[config.mk]
export PLATFORM = sky130hd
export DESIGN_NAME = reloadable_modulo_counter
export DESIGN_NICKNAME = d
export VERILOG_FILES = /design/src/logic/modulo_counter_pkg.sv /design/src/logic/reloadable_modulo_counter.sv
export SDC_FILE = /design/constraint.sdc
export NUM_CORES = 1
export LEC_CHECK = 0
export ABC_CLOCK_PERIOD_IN_PS = 5700
export BUFFER_PORTS_ARGS = -buffer_cell sky130_fd_sc_hd__buf_4
export CAP_MARGIN = 20
export CORE_UTILIZATION = 35
export CTS_BUF_LIST = sky130_fd_sc_hd__clkbuf_2 sky130_fd_sc_hd__clkbuf_4 sky130_fd_sc_hd__clkbuf_8
export CTS_CLUSTER_DIAMETER = 150
export DETAILED_ROUTE_END_ITERATION = 8
export GPL_ROUTABILITY_DRIVEN = 0
export HOLD_SLACK_MARGIN = 0.06
export SYNTH_ARGS = -nofsm -noshare
export SYNTH_HDL_FRONTEND = slang
export SYNTH_SLANG_ARGS = --single-unit
export TNS_END_PERCENT = 10
[constraint.sdc]
create_clock -name sys_clk_in -period 5.7 [get_ports sys_clk_in]
set_clock_uncertainty 0.05 [all_clocks]
set_input_delay 0 -clock sys_clk_in [delete_from_list [all_inputs] [get_ports sys_clk_in]]
set_output_delay 0 -clock sys_clk_in [all_outputs]
set_load 0.01 [all_outputs]
[src/logic/modulo_counter_pkg.sv]
package modulo_counter_pkg;

  // =====================================
  // widths
  localparam int CNT_W = 16;
  // two guard bits: one for carry, one for sign of an underflow
  localparam int EXT_W = CNT_W + 2;

  // =====================================
  // reset setup defaults, order: count, modulo, step
  localparam logic [CNT_W-1:0] INIT_COUNT = 16'h0000;
  localparam logic [CNT_W-1:0] INIT_MODULO = 16'h000A;
  localparam logic [CNT_W-1:0] INIT_STEP = 16'h0001;
  localparam logic [1:0] GUARD_ZERO = 2'h0;

  // =====================================
  // carriers
  typedef struct packed {
    logic [CNT_W-1:0] count;
    logic [CNT_W-1:0] modulo;
    logic [CNT_W-1:0] step;
  } setup_t;

  typedef struct packed {
    logic [CNT_W-1:0] value;
    logic [CNT_W-1:0] step;
    logic [CNT_W-1:0] modulo;
  } reload_data_t;

  typedef struct packed {
    logic [CNT_W-1:0] count;
    logic [CNT_W-1:0] modulo;
    logic [CNT_W-1:0] step;
  } counter_state_t;

  localparam setup_t SETUP_DEFAULT = '{count: INIT_COUNT, modulo: INIT_MODULO, step: INIT_STEP};

endpackage : modulo_counter_pkg

[src/logic/reloadable_modulo_counter.sv]
// What this block does
// - each enabled cycle without a reload, the stored step is added to the count.
// - count reaching or passing the modulo bound wraps by subtracting the bound.
// - a negative step taking count below zero wraps back into zero..bound-1.
// - the count is always shown on one output with no valid flag.
// - count, bound and step live in registers set from parameters on reset.
// - the reset setup is one vector: count, then bound, then step.
// - while reload is high, value, step and bound inputs are captured.
// - the output shows the loaded value from the clock edge that takes the reload, not while reload is high.
// - after reload drops, counting resumes from the freshly loaded values.
// - value and count are unsigned; the step may be signed.
// - signed step support is a build-time option, it costs logic.
module reloadable_modulo_counter #(
  parameter modulo_counter_pkg::setup_t SETUP = modulo_counter_pkg::SETUP_DEFAULT,
  parameter bit SIGNED_STEP = 1'b1
) (
  input wire logic sys_clk_in,
  input wire logic rst_in,
  input wire logic count_enable_in,
  input wire logic reload_strobe_in,
  input wire modulo_counter_pkg::reload_data_t reload_data_in,
  output logic [modulo_counter_pkg::CNT_W-1:0] count_out
);

  // =====================================
  // state
  modulo_counter_pkg::counter_state_t state_reg;
  modulo_counter_pkg::counter_state_t state_next;
  logic [modulo_counter_pkg::EXT_W-1:0] sum_ext;
  logic [modulo_counter_pkg::EXT_W-1:0] mod_ext;
  logic step_neg;
  logic under_wrap;
  logic over_wrap;

  // extend to the guard width; sign-extends only when signed steps are built in
  function automatic logic [modulo_counter_pkg::EXT_W-1:0] extend(
    input logic [modulo_counter_pkg::CNT_W-1:0] v,
    input logic as_signed
  );
    logic s;
    s = as_signed & v[modulo_counter_pkg::CNT_W-1];
    extend = {{(modulo_counter_pkg::EXT_W - modulo_counter_pkg::CNT_W){s}}, v};
  endfunction : extend

  // =====================================
  // next state
  always_comb begin
    state_next = state_reg;
    step_neg = SIGNED_STEP & state_reg.step[modulo_counter_pkg::CNT_W-1];
    mod_ext = extend(state_reg.modulo, 1'b0);
    sum_ext = extend(state_reg.count, 1'b0) + extend(state_reg.step, SIGNED_STEP);
    under_wrap = sum_ext[modulo_counter_pkg::EXT_W-1];
    over_wrap = !under_wrap && (sum_ext >= mod_ext);
    if (reload_strobe_in) begin
      // reload wins over enable, no increment this cycle
      state_next.count = reload_data_in.value;
      state_next.step = reload_data_in.step;
      state_next.modulo = reload_data_in.modulo;
    end else if (count_enable_in) begin
      if (under_wrap) begin
        state_next.count = modulo_counter_pkg::CNT_W'(sum_ext + mod_ext);
      end else if (over_wrap) begin
        state_next.count = modulo_counter_pkg::CNT_W'(sum_ext - mod_ext);
      end else begin
        state_next.count = modulo_counter_pkg::CNT_W'(sum_ext);
      end
    end
  end

  // =====================================
  // registers
  always_ff @(posedge sys_clk_in) begin
    if (rst_in) begin
      state_reg <= SETUP;
    end else begin
      state_reg <= state_next;
    end
  end

  // registered output: a reload shows from the edge that takes it
  assign count_out = state_reg.count;

  logic [modulo_counter_pkg::EXT_W-1:0] step_mag;
  logic legal_now;
  // a negative step is judged by its size, else its raw unsigned bits would read as a huge step
  assign step_mag = step_neg ? -extend(state_reg.step, 1'b1) : extend(state_reg.step, 1'b0);
  assign legal_now = (state_reg.modulo != {modulo_counter_pkg::CNT_W{1'b0}})
    && (state_reg.count < state_reg.modulo)
    && (step_mag <= mod_ext);
endmodule : reloadable_modulo_counter

-- Yosys cells after proc, flatten, opt, wreduce, memory -nomap -nowiden
Cells that the tools add are included.
- logic and storage cells: 14
- bits in latches: 0
- RAM bits: 0
- memories: 0
- input port bits: 52
- bits in registers: 48
- output and inout bits: 16
- bits in read-only memories: 0
- equality and inequality tests: 0
- multiplexer cells: 4
- shifts and indexed selects: 0
- $lt $le $gt $ge: 1
- bitwise operators: 0
- reduce and logical (&&, ||, !) cells: 3
- $mul: 0
- add/subtract/negate cells: 3
- divide/modulo/power cells: 0
- operators by type and width (kind ; count):
    $mux 16 ; 4
    $add 17x16->18 ; 1
    $ge 18x16->1 ; 1
    $add 16x16->16 ; 1
    $sub 16x16->16 ; 1
    $reduce_bool 2->1 ; 1
    $logic_and 1x1->1 ; 1
    $logic_not 1->1 ; 1

-- Logic depth before layout (Yosys ltp)
- depth in word-level cells: 7
- depth in mapped cells: 20
- gate-level depth less buffers: 18

-- Least setup slack after synthesis
OpenSTA, ideal clock, no wires.
- path type: register to register
- from: register state_reg, in the netlist count_out[0]
- to: register state_reg, in the netlist count_out[6]
- setup slack: 1812 ps
- arrival time: 3699 ps
- setup time: 139 ps
- clock period less this slack: 3888 ps
- required time: 5511 ps
- cell stages (with the launch flop): 20
- path buffers: 1
- cells stage by stage: dfxtp_1 > ha_1 > fa_1 > a211o_1 > o211ai_2 > a21oi_2 > a21oi_1 > nor2_1 > o31a_1 > ha_1 > nand2_1 > o21ai_0 > nor2_1 > nor2_1 > o21ai_2 > a21o_2 > a21oi_4 > buf_6 > and3b_1 > o22ai_1
- word-level cells in the longest chain between the ends: 7
- RTL lines (element ; line ; source):
    start: declaration ; reloadable_modulo_counter.sv:27 ; modulo_counter_pkg::counter_state_t state_reg;
    start signal: assignment ; reloadable_modulo_counter.sv:76 ; state_reg <= state_next;
    $add 17x16->18 * ; reloadable_modulo_counter.sv:51 ; sum_ext = extend(state_reg.count, 1'b0) + extend(state_reg.step, SIGNED_STEP);
    $ge 18x16->1 or $logic_not 1->1 (tied branches) ; reloadable_modulo_counter.sv:53 ; over_wrap = !under_wrap && (sum_ext >= mod_ext);
    $logic_and 1x1->1 ; reloadable_modulo_counter.sv:53 ;
    $mux 16 ; reloadable_modulo_counter.sv:62 ; end else if (over_wrap) begin
    $mux 16 * ; reloadable_modulo_counter.sv:60 ; if (under_wrap) begin
    $mux 16 * ; reloadable_modulo_counter.sv:59 ; end else if (count_enable_in) begin
    $mux 16 * ; reloadable_modulo_counter.sv:54 ; if (reload_strobe_in) begin
Mark *: on every way between the ends. The rest lies on a longest branch, timed or not. The select of a mux whose other input is x is not followed.
A chain may end at the register's enable or synchronous reset.

-- Final worst setup path
- from: register state_reg, in the netlist count_out[1]
- to: register state_reg, in the netlist count_out[14]
Same word-level chain as after synthesis.

==> flow_summary.ini <==
[global_routing]
grt_max_degree = 68
grtUsageMet1_pct = 25.15
antenna_found_initial = 0
grt_pass1_vias = 4408
use_met2_pct = 33.31
overflow = 0
grtUsageTotal_pct = 19.55
met3_usage_pct = 2.799
grt_pass1_wl_mm = 21.95
grt-busiest-layer = met2

[timing]
finalCriticalPeriod_ns = 4.675
maxSlewHeadroom_pct = 42.25
finalHoldViolations = 0
tightest_slew_ns = 0.8662
fin_crit_sh_pct = 82.03
fin_tns_setup_ns = 0
fmax_mhz = 213.9
report.final.slew_viol_count = 0
setup_viol = 0
grt_setup_unrepaired = no

[worst_hold_path]
worstHoldEndpoint = mod_ext[2]$_SDFFE_PP0P_
hp-start = rst_in
min_path_type = in -> reg
whs_path_depth = 2

[clock_tree]
clkLatencyLatePin_ns = 0.32
h-tree-depth = 2
cts_buffers = 5
cts-hold-fix-buffers = 48
clockBufferDepth = 2
clkTransAtPathRegs_ns = 0.10
cts_resized = 0
cts_setup_buffers = 0
clock-root-buffer = clkbuf_8
cts_sinks = 48
cts_tree = done

[logic_synthesis]
synth-seq-cells = 48
yosysUniqueCellTypes = 71
synth_commonest_cells = nor2_1, dfxtp_1, ha_1
yosysTopAreaCell = dfxtp_1
synth_cells = 589
synth_edf_count = 0
yosys_warnings = 0
synthTopCellsByArea = dfxtp_1, ha_1, mux2i_1
async_flop_share_pct = 0
synth_most_common_cell = nor2_1
syn_area_per_cell_sq_um = 8.030
ys_seq_area_share_pct = 20.32
syn-num-nets = 692
post-synth-top-area-fraction_pct = 20.32
netlist_area_sq_um = 4730
synth_flop_cell = dfxtp_1

[place]
hpwlAfterDp_mm = 10.10
io_buffers = 67

[setup_path]
cp.required_ns = 5.88
critPathMaxFanout = 12
reg2reg_from = count_out[1]$_SDFFE_PP0P_
start_kind = register
end_kind = register
ff2ff_setup_slack_ns = 1.02
critPathArrivalTime_ns = 4.85
r2r.worst_path.cells = 18
rr_endpoint = count_out[14]$_SDFFE_PP0P_
worst-setup-path-type = reg -> reg

[status]
status = finished clean

[pwr]
p_total_w = 0.001478
ir_drop_mv = 0.1114
p_leak_nw = 2.596
powerDensity_nw_per_um2 = 256.8

[layout]
final_nets = 770
antenna_cells = 0
layout-drive-gt1-share_pct = 15.87
fillers = 1342
area_growth_pct = 21.69

[detailed_routing]
via_per_inst = 5.358
wl_per_cell_um = 15.76
final_antenna_net_count = 0
firstDrtPassIters = 5
wl_mm = 13.30
route.detailed.drc = 0
drt_iter0_markers = 255
num_vias = 4522

[die]
start_util_pct = 35.86
die_h_um = 118.2
rows = 42
die_area_sq_um = 13980
die_width_um = 118.2
boundaryPins = 68
core-area_sq_um = 13190

[job]
cap_violations = 0
==> power by group <==
part           total (W)  internal, W  switching (W)
Clock           0.000222    0.0000861       0.000136
Sequential      0.000391     0.000363      0.0000281
Combinational   0.000865     0.000359       0.000505
Total            0.00148     0.000808       0.000670
==> area by class of cell <==
| type | count | area, sq um | share of cell area (%) |
|---|---|---|---|
| Clock buffer | 5 | 68.82 | 1.196 |
| Tap cell | 176 | 220.2 | 3.826 |
| Timing Repair Buffer | 115 | 983.4 | 17.09 |
| Multi-Input combinational cell | 465 | 3383 | 58.78 |
| Sequential cell | 48 | 960.9 | 16.70 |
| Clock inverter | 3 | 18.77 | 0.3261 |
| Inverter | 32 | 120.1 | 2.087 |
==> routing by layer <==
metal	vias to the layer above	wire [um]	part of all wire, %
met5	-	0	0
met4	0	323	2.4
met3	25	636	4.8
met2	117	6238	47
met1	2125	6106	46
li1	2255	-	-
==> worst max-delay path by stage <==
stage,start,endpoint,cells past startpoint
2_1_floorplan,count_out[0]$_SDFFE_PP0P_,count_out[6]$_SDFFE_PP0P_,19
3_3_place_gp,count_out[1]$_SDFFE_PP0P_,count_out[14]$_SDFFE_PP0P_,18
3_5_place_dp,count_out[1]$_SDFFE_PP0P_,count_out[14]$_SDFFE_PP0P_,18
4_1_cts,count_out[1]$_SDFFE_PP0P_,count_out[14]$_SDFFE_PP0P_,18
5_1_grt,count_out[1]$_SDFFE_PP0P_,count_out[14]$_SDFFE_PP0P_,18
6_report,count_out[1]$_SDFFE_PP0P_,count_out[14]$_SDFFE_PP0P_,18
==> placed cells by master (no fill, tap or decap), types with 10 or more instances in the layout <==
| master | n |
|---|---|
| ha_1 | 48 |
| o21ai_0 | 18 |
| mux2i_1 | 34 |
| nor3_1 | 10 |
| nor2_1 | 83 |
| a21oi_1 | 47 |
| xnor2_1 | 22 |
| inv_1 | 32 |
| nand2_1 | 36 |
| dfxtp_1 | 48 |
| buf_4 | 67 |
| dlygate4sd3_1 | 48 |
==> worst max-delay path, stage by stage, from the launching register on <==
cell	delay (ns)
dfxtp_1	0.42
ha_1	0.27
a211oi_1	0.28
o21ai_0	0.19
and2_1	0.21
a211o_1	0.30
a21o_1	0.18
a21oi_1	0.18
xnor2_1	0.15
ha_1	0.48
a21oi_1	0.13
o21ai_0	0.32
nor2_1	0.08
nor2_1	0.18
o21ai_2	0.10
a21o_2	0.26
a21oi_4	0.39
a221oi_1	0.14
a221oi_1	0.27
==> through the flow <==
stage / hold WS (ns) / util [%] / cell area [sq um] / instances / worst slack [ns]
finish: 0.07408 / 43.64 / 5756 / 844 / 1.025
global route: 0.1235 / 43.64 / 5756 / 844 / 0.6086
CTS: 0.09209 / 43.64 / 5756 / 844 / 1.119
detailed placement: 0.1872 / 39.33 / 5187 / 788 / 1.147
global placement: 0.1667 / 39.33 / 5187 / 788 / 1.228
floorplan: 0.07861 / - / 4730 / 589 / 1.812
==> kinds of logic after synthesis <==
| group | share of synthesized area [%] |
|---|---|
| flops | 20.32 |
| simple gates | 17.80 |
| compound gates | 26.61 |
| fa+ha+maj | 13.97 |
| buf+inv | 8.148 |
| mux | 7.196 |
| xor+xnor | 5.952 |
Note: power is estimated with default switching activity, not from simulation.
